File: config.mk
export PLATFORM = sky130hd
export DESIGN_NAME = option_byte_config_decoder
export DESIGN_NICKNAME = d
export VERILOG_FILES = /design/src/option_cfg_pkg.sv /design/src/option_byte_config_decoder.sv
export SDC_FILE = /design/constraint.sdc
export NUM_CORES = 1
export LEC_CHECK = 0
export BUFFER_PORTS_ARGS = -buffer_cell sky130_fd_sc_hd__buf_2
export CAP_MARGIN = 10
export CORE_AREA = 2 2 94 96
export CTS_CLUSTER_SIZE = 25
export DETAILED_ROUTE_END_ITERATION = 7
export DIE_AREA = 0 0 96 98
export PLACE_DENSITY = 0.78
export RECOVER_POWER = 100
export SETUP_SLACK_MARGIN = 0.4
export SYNTH_ARGS = -nofsm -noshare
export SYNTH_HDL_FRONTEND = slang
export SYNTH_SLANG_ARGS = --single-unit
File: constraint.sdc
create_clock -name CLK_I -period 2.1 [get_ports CLK_I]
set_input_delay 0.42 -clock CLK_I [delete_from_list [all_inputs] [get_ports CLK_I]]
set_output_delay 0.42 -clock CLK_I [all_outputs]
set_load 0.02 [all_outputs]
File: src/option_cfg_pkg.sv
package option_cfg_pkg;

    // Option byte 0 field positions
    localparam int HALT_WDG_BIT = 7;
    localparam int WDG_TYPE_BIT = 6;
    localparam int VD_HI_BIT = 4;
    localparam int VD_LO_BIT = 3;
    // Option byte 1 field positions
    localparam int PKG_BIT = 7;
    localparam int PLL_OFF_BIT = 0;
    localparam int OSC_RANGE_HI_BIT = 3;
    localparam int OSC_RANGE_LO_BIT = 1;

    // Erased array content
    localparam logic [7:0] ERASED_BYTE = 8'hFF;
    // Voltage detect encodings
    localparam logic [1:0] VD_HIGHEST = 2'h0;
    localparam logic [1:0] VD_MEDIUM = 2'h1;
    localparam logic [1:0] VD_LOWEST = 2'h2;
    localparam logic [1:0] VD_OFF = 2'h3;
    // Threshold one-hot outputs
    localparam logic [2:0] THR_HIGHEST = 3'h4;
    localparam logic [2:0] THR_MEDIUM = 3'h2;
    localparam logic [2:0] THR_LOWEST = 3'h1;
    localparam logic [2:0] THR_NONE = 3'h0;

    // AXI4-Lite register offsets
    localparam logic [3:0] OFS_OPT0 = 4'h0;
    localparam logic [3:0] OFS_OPT1 = 4'h4;
    localparam logic [3:0] OFS_STATUS = 4'h8;
    localparam logic [1:0] RESP_OKAY = 2'h0;
    localparam logic [1:0] RESP_SLVERR = 2'h2;

    // Capture sequencer states
    typedef enum logic [1:0] {
        LOAD_PHASE = 2'b00,
        RUN_PHASE = 2'b01
    } load_state_type;

endpackage : option_cfg_pkg

File: src/option_byte_config_decoder.sv
module option_byte_config_decoder
    import option_cfg_pkg::*;
#(
    parameter logic PKG_DEFAULT = 1'b1
) (
    input wire logic CLK_I,
    input wire logic RESET_N_I,
    input wire logic CE_I,
    input wire logic PROG_MODE_I,
    input wire logic PROG_WE_I,
    input wire logic PROG_SEL_I,
    input wire logic [7:0] PROG_DATA_I,
    output logic [7:0] PROG_RDATA_O,
    input wire logic WATCHDOG_TYPE_SELECT_ENABLE_I,
    input wire logic HALT_ENTRY_I,
    output logic WATCHDOG_ACTIVE_O,
    output logic HALT_RESET_REQ_O,
    output logic [2:0] DETECT_THRESHOLD_O,
    output logic DETECTORS_ON_O,
    output logic PLL_ENABLE_O,
    output logic PACKAGE_SELECT_BIT_O,
    output logic CONFIG_VALID_O,
    input wire logic [3:0] S_AXI_AWADDR,
    input wire logic S_AXI_AWVALID,
    output logic S_AXI_AWREADY,
    input wire logic [31:0] S_AXI_WDATA,
    input wire logic [3:0] S_AXI_WSTRB,
    input wire logic S_AXI_WVALID,
    output logic S_AXI_WREADY,
    output logic [1:0] S_AXI_BRESP,
    output logic S_AXI_BVALID,
    input wire logic S_AXI_BREADY,
    input wire logic [3:0] S_AXI_ARADDR,
    input wire logic S_AXI_ARVALID,
    output logic S_AXI_ARREADY,
    output logic [31:0] S_AXI_RDATA,
    output logic [1:0] S_AXI_RRESP,
    output logic S_AXI_RVALID,
    input wire logic S_AXI_RREADY
);

    // Non-volatile store, no reset: contents persist, erased image is all ones except byte 1 bit 7, which is PKG_DEFAULT
    logic [7:0] nv_byte [2] = '{ERASED_BYTE, {PKG_DEFAULT, ERASED_BYTE[6:0]}};
    // Captured shadow of both bytes
    logic [7:0] opt0;
    logic [7:0] opt1;
    load_state_type state;
    // Programming pins pass two flops
    logic [11:0] prog_meta;
    logic [11:0] prog_sync;
    logic [1:0] halt_meta;
    logic [1:0] halt_sync;
    logic halt_prev;

    wire prog_mode = prog_sync[11];
    wire prog_we = prog_sync[10];
    wire prog_sel = prog_sync[9];
    wire [7:0] prog_data = prog_sync[7:0];
    wire watchdog_type_select_en = halt_sync[1];
    wire halt_now = halt_sync[0];

    // Synchronisers
    always_ff @(posedge CLK_I or negedge RESET_N_I) begin
        if (!RESET_N_I) begin
            prog_meta <= 12'h000;
            prog_sync <= 12'h000;
            halt_meta <= 2'h0;
            halt_sync <= 2'h0;
        end else if (CE_I) begin
            prog_meta <= {PROG_MODE_I, PROG_WE_I, PROG_SEL_I, 1'b0, PROG_DATA_I};
            prog_sync <= prog_meta;
            halt_meta <= {WATCHDOG_TYPE_SELECT_ENABLE_I, HALT_ENTRY_I};
            halt_sync <= halt_meta;
        end
    end

    // Array written only from the programming port in programming mode
    wire nv_write = prog_mode && prog_we;

    // Array update from the programming port only
    always_ff @(posedge CLK_I) begin
        if (CE_I && nv_write) begin
            nv_byte[prog_sel] <= prog_data;
        end
    end

    // Capture sequencer: load once after reset release, then hold
    always_ff @(posedge CLK_I or negedge RESET_N_I) begin
        if (!RESET_N_I) begin
            state <= LOAD_PHASE;
            opt0 <= ERASED_BYTE;
            opt1 <= ERASED_BYTE;
        end else if (CE_I) begin
            case (state)
                LOAD_PHASE: begin
                    opt0 <= nv_byte[0];
                    opt1 <= nv_byte[1];
                    state <= RUN_PHASE;
                end
                RUN_PHASE: begin
                    state <= RUN_PHASE;
                end
                default: begin
                    state <= LOAD_PHASE;
                end
            endcase
        end
    end

    wire loaded = (state == RUN_PHASE);

    // Decoding of the captured bytes
    wire hw_watchdog = ~opt0[WDG_TYPE_BIT];
    wire next_wdg_active = loaded && (hw_watchdog || watchdog_type_select_en);
    wire halt_edge = halt_now && !halt_prev;
    wire next_halt_reset = next_wdg_active && opt0[HALT_WDG_BIT] && halt_edge;
    wire [1:0] vd_field = opt0[VD_HI_BIT:VD_LO_BIT];
    wire [2:0] next_threshold = !loaded ? THR_NONE :
        (vd_field == VD_HIGHEST) ? THR_HIGHEST :
        (vd_field == VD_MEDIUM) ? THR_MEDIUM :
        (vd_field == VD_LOWEST) ? THR_LOWEST : THR_NONE;
    wire next_detect_on = loaded && (vd_field != VD_OFF);
    wire next_pll_en = loaded && !opt1[PLL_OFF_BIT];
    wire next_pkg = opt1[PKG_BIT];
    wire [7:0] next_prog_rdata = prog_mode ? nv_byte[prog_sel] : 8'h00;

    // Registered configuration outputs
    always_ff @(posedge CLK_I or negedge RESET_N_I) begin
        if (!RESET_N_I) begin
            halt_prev <= 1'b0;
            WATCHDOG_ACTIVE_O <= 1'b0;
            HALT_RESET_REQ_O <= 1'b0;
            DETECT_THRESHOLD_O <= THR_NONE;
            DETECTORS_ON_O <= 1'b0;
            PLL_ENABLE_O <= 1'b0;
            PACKAGE_SELECT_BIT_O <= 1'b0;
            CONFIG_VALID_O <= 1'b0;
            PROG_RDATA_O <= 8'h00;
        end else if (CE_I) begin
            halt_prev <= halt_now;
            WATCHDOG_ACTIVE_O <= next_wdg_active;
            HALT_RESET_REQ_O <= next_halt_reset;
            DETECT_THRESHOLD_O <= next_threshold;
            DETECTORS_ON_O <= next_detect_on;
            PLL_ENABLE_O <= next_pll_en;
            PACKAGE_SELECT_BIT_O <= next_pkg;
            CONFIG_VALID_O <= loaded;
            PROG_RDATA_O <= next_prog_rdata;
        end
    end

    // AXI4-Lite slave: read-only view of captured bytes and decoded status; writes refused
    logic aw_held;
    logic w_held;
    logic [3:0] ar_addr;
    wire aw_take = S_AXI_AWVALID && S_AXI_AWREADY;
    wire w_take = S_AXI_WVALID && S_AXI_WREADY;
    wire both_in = (aw_held || aw_take) && (w_held || w_take);
    wire [31:0] status_word = {24'h0000_00, 1'b0, CONFIG_VALID_O, DETECTORS_ON_O,
        PLL_ENABLE_O, WATCHDOG_ACTIVE_O, DETECT_THRESHOLD_O};
    wire [31:0] next_rdata = (ar_addr == OFS_OPT0) ? {24'h0000_00, opt0} :
        (ar_addr == OFS_OPT1) ? {24'h0000_00, opt1} :
        (ar_addr == OFS_STATUS) ? status_word : 32'h0000_0000;
    wire rd_hit = (ar_addr == OFS_OPT0) || (ar_addr == OFS_OPT1) || (ar_addr == OFS_STATUS);
    logic rd_pend;

    // Write channel: every write answered with an error, nothing stored
    always_ff @(posedge CLK_I or negedge RESET_N_I) begin
        if (!RESET_N_I) begin
            aw_held <= 1'b0;
            w_held <= 1'b0;
            S_AXI_AWREADY <= 1'b0;
            S_AXI_WREADY <= 1'b0;
            S_AXI_BVALID <= 1'b0;
            S_AXI_BRESP <= RESP_OKAY;
        end else if (CE_I) begin
            S_AXI_AWREADY <= !aw_held && !aw_take && !S_AXI_BVALID;
            S_AXI_WREADY <= !w_held && !w_take && !S_AXI_BVALID;
            if (both_in) begin
                aw_held <= 1'b0;
                w_held <= 1'b0;
                S_AXI_BVALID <= 1'b1;
                S_AXI_BRESP <= RESP_SLVERR;
            end else begin
                aw_held <= aw_held || aw_take;
                w_held <= w_held || w_take;
                if (S_AXI_BREADY) begin
                    S_AXI_BVALID <= 1'b0;
                end
            end
        end
    end

    // Read channel
    always_ff @(posedge CLK_I or negedge RESET_N_I) begin
        if (!RESET_N_I) begin
            ar_addr <= 4'h0;
            rd_pend <= 1'b0;
            S_AXI_ARREADY <= 1'b0;
            S_AXI_RVALID <= 1'b0;
            S_AXI_RDATA <= 32'h0000_0000;
            S_AXI_RRESP <= RESP_OKAY;
        end else if (CE_I) begin
            S_AXI_ARREADY <= !rd_pend && !S_AXI_ARREADY && !S_AXI_RVALID;
            if (S_AXI_ARVALID && S_AXI_ARREADY) begin
                ar_addr <= S_AXI_ARADDR;
                rd_pend <= 1'b1;
                S_AXI_ARREADY <= 1'b0;
            end else if (rd_pend) begin
                rd_pend <= 1'b0;
                S_AXI_RVALID <= 1'b1;
                S_AXI_RDATA <= next_rdata;
                S_AXI_RRESP <= rd_hit ? RESP_OKAY : RESP_SLVERR;
            end else if (S_AXI_RVALID && S_AXI_RREADY) begin
                S_AXI_RVALID <= 1'b0;
            end
        end
    end
endmodule : option_byte_config_decoder

==> results of run 1 <==
-- sequential cells by signal, indices dropped and copies added, names as in the netlist, 3 cells and up --
name	count
nv_byte	16
prog_meta	11
prog_sync	11
PROG_RDATA_O	8
S_AXI_RDATA	8
opt0	8
opt1	8
ar_addr	4
DETECT_THRESHOLD_O	3
-- cells in the final DEF (no fill, tap or decap), types with 8 or more instances in the layout --
cell type | netlist | final
mux2_2 | 44 | 44
edfxtp_1 | 16 | 16
clkbuf_8 | 0 | 9
dfrtp_1 | 67 | 67
buf_2 | 4 | 22
dfstp_2 | 16 | 16
mux2i_1 | 17 | 17
inv_1 | 20 | 20
nand2_1 | 9 | 9
o22ai_1 | 13 | 13
o21ai_0 | 8 | 8
conb_1 | 1 | 26
clkbuf_1 | 3 | 40
-- final timing paths --
path / cells past startpoint / endpoint / from
setup / recovery: 3 / nv_byte[1][7] / CE_I
hold / removal: 1 / prog_sync[1] / RESET_N_I
setup reg to reg: 1 / nv_byte[1][7] / prog_sync[9]
hold reg to reg: 0 / nv_byte[1][6] / prog_sync[6]
max in group asynchronous: 2 / prog_meta[0] / RESET_N_I
min in group CLK_I: 2 / prog_meta[1] / PROG_DATA_I[1]
-- per-layer routing --
metal	vias up	wire [µm]	GRT usage
li1	1123	-	-
met1	1174	3180	0.229
met2	69	3360	0.252
met3	11	374	0.0463
met4	0	80	0.0462
met5	-	0	0
-- stage by stage --
| step | instance area, µm² | total power, W | utilization |
|---|---|---|---|
| after floorplan | 4290 | 0.00346 | - |
| after global routing | 4570 | 0.00516 | 0.540 |
| after CTS | 4670 | 0.00498 | 0.552 |
| after detailed placement | 4490 | 0.00380 | 0.530 |
| after global placement | 4490 | 0.00376 | 0.530 |
| final | 4570 | 0.00487 | 0.540 |
-- cell families after synthesis --
kind of cell,Yosys count
flops,99
mux,69
buf+inv,59
compound gates,41
simple gates,29
other cells,1
-- power by group through the flow --
stage	Sequential [W]	Combinational [W]	Clock [W]
CTS	0.00258	0.00119	0.00121
floorplan	0.00271	0.000745	0
detailed placement	0.00262	0.00118	0
global route	0.00263	0.00122	0.00130
finish	0.00258	0.00111	0.00118
global placement	0.00260	0.00115	0
-- final cells by class --
| type | count | area [µm²] | share of cell area |
|---|---|---|---|
| timing repair buffer | 65 | 289 | 0.0633 |
| sequential | 99 | 2580 | 0.564 |
| clock buffer | 12 | 135 | 0.0296 |
| multi-input combinational | 165 | 1310 | 0.286 |
| clock inverter | 4 | 52.6 | 0.0115 |
| inverter | 20 | 75.1 | 0.0164 |
| tap | 108 | 135 | 0.0296 |
==> flow_metrics.py, run 1 <==
metrics = {
    "outcome": {
        "outcome": "completed",
    },
    "clock_tree": {
        "clock_latency_ns": 0.35,
        "cts_tree": "done",
        "cts_sinks": 99,
        "cts_setup_buffers": 0,
        "cts_htree_levels": 3,
        "path_clk_slew_ns": 0.09,
        "clockBufferDepth": 2,
        "hold_buffers": 0,
        "ctsResizeCount": 0,
        "numCtsBuffers": 9,
        "root_buffer": "clkbuf_8",
    },
    "drt": {
        "viasPerCell": 5.03,
        "vias": 2377,
        "first_iter_violations": 84,
        "drc_errors": 0,
        "drt-wirelength-per-cell_um": 14.8,
        "drt_wl_total_mm": 6.99,
        "ant_nets": 0,
        "first_pass_iters": 4,
    },
    "pwr": {
        "switching_share": 0.312,
        "power_leakage_nw": 1.99,
        "power_frac_clock": 0.242,
        "internal_power_w": 0.00335,
        "ir_worst_vdd_uv": 486,
        "pwr-share-seq": 0.530,
        "powerDensity_nw_per_um2": 1070,
        "p_switching_w": 0.00152,
        "power_frac_comb": 0.228,
    },
    "placed_design": {
        "dp_hpwl_mm": 5.13,
        "place_ws_ns": 0.391,
        "dpl.cell_count": 457,
        "io_buffers": 56,
        "routabilityCongestion": 0.807,
    },
    "logic_synthesis": {
        "async_flop_share": 0.838,
        "synth_xor_area_frac": 0,
        "ys_types": 39,
        "synth_area_leaders": "dfrtp_1 40%, mux2_2 12%, edfxtp_1 11%",
        "synth-compound-area-share": 0.0674,
        "synth_commonest_cells": "67 x dfrtp_1, 44 x mux2_2, 29 x buf_4",
        "syn-cell-area_um2": 4190,
        "synth_top_cell_area_share": 0.400,
        "synthSimpleGateAreaFrac": 0.0424,
        "synth-edff-count": 16,
        "synth.mux.area_fraction": 0.187,
        "ys_ff_latch": 99,
        "synth.most_common_cell": "dfrtp_1",
        "synth_area_leader_cell": "dfrtp_1",
        "synth_fa_ha_area_frac": 0,
        "synth_top_family_by_area": "multiplexers",
        "syn_inst": 298,
        "ys_warn_count": 0,
        "yosysSeqAreaShare": 0.615,
        "synthFlopType": "dfrtp_1",
        "syn_area_per_cell_um2": 14.1,
    },
    "flow_run": {
        "cap_violations": 0,
    },
    "global_route": {
        "gr-usage-all-layers": 0.164,
        "grt_pass1_wl_mm": 11.8,
        "grt_max_degree": 41,
        "grt_pass1_vias": 2343,
        "grt_overflow": 0,
        "antenna_found_initial": 0,
    },
    "timing": {
        "slew_violations": 0,
        "fin_crit_sh": 0.863,
        "min_period_ns": 1.81,
        "final.setup_skew_ns": 0.0118,
        "final.setup.worst_slack_ns": 0.288,
        "worst_pin_slew_ns": 0.964,
        "hold_slack_ns": 0.204,
        "max_freq_mhz": 552,
        "finalHoldViolations": 0,
        "setup_viol": 0,
        "slew-limit-headroom": 0.358,
        "rsz0062_at_grt": "no",
        "tns_ns": 0,
    },
    "setup_path": {
        "crit_top_cell": "clkbuf_1",
        "startpoint_type": "primary input",
        "cp.required_ns": 2.11,
        "criticalPathCategory": "in2reg",
        "cp_cell_sequence": "clkbuf_1 -> clkbuf_1 -> and4_1",
        "cp_max_fo": 16,
        "cp.arrival_ns": 1.82,
        "crit_family": "buffers and inverters",
        "critical-path-slowest-cell": "clkbuf_1",
        "end_kind": "flop",
        "crit_buf_inv": 2,
        "slowest_delay_ns": 0.63,
        "r2r_slack_ns": 0.50,
    },
    "die": {
        "coreArea_um2": 8470,
        "initial_utilization": 0.495,
        "fp.dieW_um": 96,
        "fp.dieArea_um2": 9410,
        "ios": 123,
        "die_h_um": 98,
        "placementRows": 34,
    },
    "min_path": {
        "hold_class": "in2async",
    },
    "layout": {
        "antenna_cells": 0,
        "drive_gt1_frac": 0.288,
        "fillers": 742,
        "syn2layout_area_growth_pct": 8.95,
        "final_nets": 425,
        "layout.cells.non_filler": 473,
    },
}
No activity file was read; power rests on OpenSTA's default activity.
==> inputs of run 2 (changes only) <==
ABC_AREA = 1   (was default)
PLACE_DENSITY = 0.79   (was 0.78)
==> flow_metrics.py, run 2 <==
metrics = {
    "layout": {
        "top_register": "nv_byte",
        "final_nets": 593,
        "syn2layout_area_growth_pct": 9.48,
        "multiInputGateArea_um2": 1310,
        "largest_reg_flops": 16,
        "stdcell_area_um2": 4680,
        "layout.cells.non_filler": 641,
        "drive_gt1_frac": 0.113,
        "antenna_cells": 0,
        "register_area_um2": 2580,
        "fillers": 818,
        "layout_commonest_cell": "nand2_1",
        "reg_top3": "nv_byte x16, prog_meta x11, prog_sync x11",
        "layout_common_cells": "188 x nand2_1, 67 x dfrtp_1, 42 x inv_1",
    },
    "logic_synthesis": {
        "ys_warn_count": 0,
        "synth_area_leaders": "dfrtp_1 39%, nand2_1 17%, edfxtp_1 11%",
        "ys_ff_latch": 99,
        "syn-cell-area_um2": 4280,
        "synth.most_common_cell": "nand2_1",
        "ys_types": 24,
        "synth_top_cell_area_share": 0.392,
        "syn_area_per_cell_um2": 9.12,
        "synth_area_leader_cell": "dfrtp_1",
        "syn_inst": 469,
        "yosysSeqAreaShare": 0.603,
        "synth_commonest_cells": "188 x nand2_1, 67 x dfrtp_1, 41 x inv_1",
        "async_flop_share": 0.838,
        "synth-edff-count": 16,
        "synthFlopType": "dfrtp_1",
    },
    "global_route": {
        "antenna_found_initial": 0,
        "grt.met1_usage": 0.218,
        "grt_busiest_layer": "met2",
        "grt_util_met2": 0.285,
        "grt_overflow": 0,
        "gr-usage-met3": 0.0394,
        "grt_pass1_vias": 2924,
        "gr-usage-all-layers": 0.175,
        "grt_max_degree": 45,
        "grt_pass1_wl_mm": 12.9,
    },
    "timing": {
        "worst_pin_slew_ns": 1.14,
        "slew_violations": 0,
        "max_freq_mhz": 634,
        "rsz0062_at_grt": "no",
        "final.setup.worst_slack_ns": 0.522,
        "tns_ns": 0,
        "slew-limit-headroom": 0.240,
        "min_period_ns": 1.58,
        "final.setup_skew_ns": 0.00635,
        "fin_crit_sh": 0.751,
        "finalHoldViolations": 0,
        "setup_viol": 0,
    },
    "setup_path": {
        "cp.arrival_ns": 2.10,
        "r2r-start": "prog_sync[11]",
        "end_kind": "asynchronous set/reset pin",
        "criticalPathCategory": "in2async",
        "startpoint_type": "primary input",
        "cp_max_fo": 24,
        "cp.required_ns": 2.63,
        "r2r_slack_ns": 0.59,
        "crit_start": "RESET_N_I",
    },
    "clock_tree": {
        "cts_sinks": 99,
        "cts_setup_buffers": 0,
        "clockBufferDepth": 2,
        "path_clk_slew_ns": 0.08,
        "cts_htree_levels": 3,
        "numCtsBuffers": 9,
        "clock_latency_ns": 0.36,
        "root_buffer": "clkbuf_8",
        "cts_tree": "done",
    },
    "placed_design": {
        "dp_hpwl_mm": 5.38,
        "dpl.cell_count": 624,
        "place_area_um2": 4580,
        "io_buffers": 56,
        "place_ws_ns": 0.417,
        "routabilityCongestion": 0.872,
    },
    "pwr": {
        "powerDensity_nw_per_um2": 990,
        "ir_worst_vdd_uv": 310,
        "p_total_w": 0.00464,
        "power_leakage_nw": 2.41,
    },
    "drt": {
        "drt_wl_total_mm": 7.47,
        "vias": 3019,
        "drc_errors": 0,
        "viasPerCell": 4.71,
        "first_pass_iters": 4,
        "first_iter_violations": 149,
        "ant_nets": 0,
        "drt-wirelength-per-cell_um": 11.7,
    },
    "die": {
        "fp.dieArea_um2": 9410,
        "die_h_um": 98,
        "coreArea_um2": 8470,
        "placementRows": 34,
        "initial_utilization": 0.505,
        "ios": 123,
        "fp.dieW_um": 96,
    },
    "min_path": {
        "min_from": "PROG_DATA_I[6]",
        "hold_class": "in2reg",
    },
    "outcome": {
        "outcome": "completed",
    },
    "flow_run": {
        "cap_violations": 0,
    },
}
run 2: changes by cell type in the layout (fill, tap and decap cells not counted), moves of 9 or more:
cell / previous run / this run
mux2_2: 44 / 0
o21ai_0: 8 / 38
inv_1: 20 / 42
nand3_1: 3 / 18
nand2_1: 9 / 188
o22ai_1: 13 / 4
mux2i_1: 17 / 0
a21oi_1: 2 / 11
run 2: what timing repair did:
item                      in CTS  in global routing
hold buffers                   1                  0
gates resized for setup        0                  0
hold endpoints to repair      15                  0
run 2: cells by family after synthesis:
group,synth area share
other cells,0.000877
compound gates,0.0737
simple gates,0.215
buf+inv,0.108
flops,0.603
run 2: report_power, final:
group | total [W] | switching [W] | internal, W
Combinational | 0.00106 | 0.000754 | 0.000310
Clock | 0.00113 | 0.000586 | 0.000541
Sequential | 0.00245 | 0.000210 | 0.00224
run 2: critical path, cell delays in order:
cell and delay (ns):
dlygate4sd3_1 0.52, clkbuf_1 0.71, buf_4 0.44
run 2: area by class of cell:
type / instances / area share
inverters: 46 / 0.0369
well taps: 108 / 0.0289
clock inverters: 4 / 0.00882
multi-input cells: 306 / 0.279
repair buffers: 66 / 0.0671
clock buffers: 12 / 0.0289
flip-flops and latches: 99 / 0.551
run 2: layer usage:
layer,vias to the layer above,wire length (µm)
met5,-,0
met4,0,136
li1,1536,-
met3,11,355
met2,77,3640
met1,1395,3340
run 2: worst paths after layout:
check | end | depth (start not counted)
worst max-delay path | PROG_RDATA_O[3] | 3
worst min-delay path | prog_meta[6] | 3
worst max register to register | nv_byte[0][3] | 4
worst min register to register | S_AXI_BRESP[1] | 2
max in group CLK_I | nv_byte[0][3] | 4
min in group asynchronous | halt_meta[0] | 2
run 2: through the flow:
step	hold slack, ns	util
floorplan	0.124	-
global placement	0.298	0.542
detailed placement	0.299	0.542
CTS	0.242	0.564
global route	0.245	0.553
finish	0.258	0.553
==> inputs of run 3 (changes only) <==
clock period = 1.63 ns   (was 2.1 ns; I/O delays follow)
==> flow_metrics.py, run 3 (same netlist as run 2, synthesis figures left out) <==
metrics = {
    "global_route": {
        "grt_overflow": 0,
        "antenna_found_initial": 0,
        "grt_max_degree": 45,
        "grt_pass1_wl_mm": 13.7,
        "grt_pass1_vias": 3133,
        "gr-usage-all-layers": 0.186,
    },
    "setup_path": {
        "end_kind": "flop",
        "r2r-start": "prog_sync[11]",
        "cp.arrival_ns": 1.43,
        "criticalPathCategory": "in2reg",
        "crit_start": "CE_I",
        "rr_worst_depth": 3,
        "slowest_delay_ns": 0.39,
        "cp_cell_sequence": "clkbuf_1 -> nand2_1 -> nor3_1 -> buf_12",
        "cp_max_fo": 8,
        "critical-path-slowest-cell": "nor3_1",
        "cp.required_ns": 1.71,
        "startpoint_type": "primary input",
    },
    "timing": {
        "min_period_ns": 1.36,
        "setup_viol": 0,
        "rsz0062_at_grt": "yes",
        "fin_crit_sh": 0.832,
        "finalHoldViolations": 0,
        "max_freq_mhz": 738,
        "worst_pin_slew_ns": 0.784,
        "tns_ns": 0,
        "final.setup_skew_ns": 0.0100,
        "slew_violations": 0,
        "slew-limit-headroom": 0.477,
    },
    "drt": {
        "vias": 3233,
        "drc_errors": 0,
        "first_iter_violations": 145,
        "drt-wirelength-per-cell_um": 12.4,
        "ant_nets": 0,
        "drt_wl_total_mm": 8.43,
        "first_pass_iters": 4,
        "viasPerCell": 4.76,
    },
    "die": {
        "die_h_um": 98,
        "fp.dieArea_um2": 9410,
        "fp.dieW_um": 96,
        "initial_utilization": 0.505,
        "ios": 123,
        "coreArea_um2": 8470,
        "placementRows": 34,
    },
    "min_path": {
        "min_from": "PROG_DATA_I[5]",
        "holdPathStages": 3,
        "hold_class": "in2reg",
    },
    "pwr": {
        "ir_worst_vdd_uv": 504,
        "p_switching_w": 0.00212,
        "internal_power_w": 0.00418,
        "switching_share": 0.336,
        "powerDensity_nw_per_um2": 1250,
        "power_leakage_nw": 2.63,
        "power_frac_comb": 0.292,
        "p_total_w": 0.00630,
        "power_frac_clock": 0.213,
        "pwr-share-seq": 0.495,
    },
    "clock_tree": {
        "cts_htree_levels": 3,
        "numCtsBuffers": 9,
        "clock_latency_ns": 0.36,
        "root_buffer": "clkbuf_8",
        "cts_tree": "done",
        "clockBufferDepth": 2,
        "path_clk_slew_ns": 0.08,
        "cts_sinks": 99,
    },
    "placed_design": {
        "dp_hpwl_mm": 5.47,
        "io_buffers": 56,
        "routabilityCongestion": 0.929,
    },
    "layout": {
        "drive_gt1_frac": 0.182,
        "layout_common_cells": "188 x nand2_1, 66 x dfrtp_1, 41 x inv_1",
        "syn2layout_area_growth_pct": 17.6,
        "top_register": "nv_byte",
        "final_nets": 631,
        "antenna_cells": 0,
        "reg_top3": "nv_byte x16, prog_meta x11, prog_sync x11",
        "fillers": 746,
        "layout_commonest_cell": "nand2_1",
        "largest_reg_flops": 16,
    },
    "outcome": {
        "outcome": "completed",
    },
    "flow_run": {
        "cap_violations": 0,
    },
}
-- run 3: cell count changes in the layout (fill, tap and decap cells not counted), moves of 2 or more --
cell	before	now
clkbuf_1	40	36
buf_12	1	7
clkbuf_4	0	3
nor2_4	3	1
clkinv_2	0	2
buf_4	4	35
-- run 3: worst paths after layout --
check                            endpoint  slack (ns)
max in group asynchronous    prog_sync[9]        0.43
hold reg to reg              prog_meta[5]        0.48
setup / recovery            nv_byte[1][7]        0.27
setup reg to reg            nv_byte[1][7]        0.33
hold / removal               prog_meta[5]        0.17
min in group asynchronous  S_AXI_BRESP[1]        0.58
-- run 3: layout make-up --
type / count / area, µm² / share of cell area
tap: 108 / 135 / 0.0269
sequential: 99 / 2580 / 0.513
clock buffer: 12 / 145 / 0.0288
clock inverter: 4 / 16.3 / 0.00323
inverter: 46 / 174 / 0.0346
multi-input combinational: 306 / 1290 / 0.257
timing repair buffer: 104 / 689 / 0.137
-- run 3: power groups by stage --
| stage | registers [W] | clock network [W] | logic, W |
|---|---|---|---|
| after CTS | 0.00315 | 0.00137 | 0.00196 |
| after global routing | 0.00316 | 0.00147 | 0.00205 |
| after floorplan | 0.00332 | 0 | 0.000922 |
| after global placement | 0.00315 | 0 | 0.00144 |
| final | 0.00312 | 0.00134 | 0.00184 |
| after detailed placement | 0.00317 | 0 | 0.00150 |
-- run 3: critical path: cells and delay by family --
| family | cells | cell delay [ns] |
|---|---|---|
| buffers and inverters | 2 | 0.54 |
| AND/OR/NAND/NOR | 2 | 0.57 |
-- run 3: timing repair --
action                                  CTS  global route
endpoints found under the setup margin   41            60
gates cloned                              0             1
resized for setup                        65             5
pin swaps                                 1             3
hold buffers                              1             0
buffers inserted                         24            13
hold endpoints to repair                 10             0
-- run 3: through the flow --
step	instances	utilization	area, µm²	setup WS, ns	hold WS, ns
final	679	0.594	5030	0.274	0.165
after global routing	679	0.594	5030	0.220	0.162
after CTS	665	0.615	5200	0.363	0.153
after detailed placement	624	0.548	4640	0.200	0.282
after global placement	624	0.548	4640	0.218	0.283
after floorplan	494	-	4410	0.381	0.0304
-- run 3: routing by layer --
metal	track usage	vias to the layer above	share of wire
met1	0.223	1501	0.41
met5	0	-	0
met2	0.321	93	0.50
met3	0.0409	18	0.058
met4	0.0747	0	0.026
li1	-	1621	-
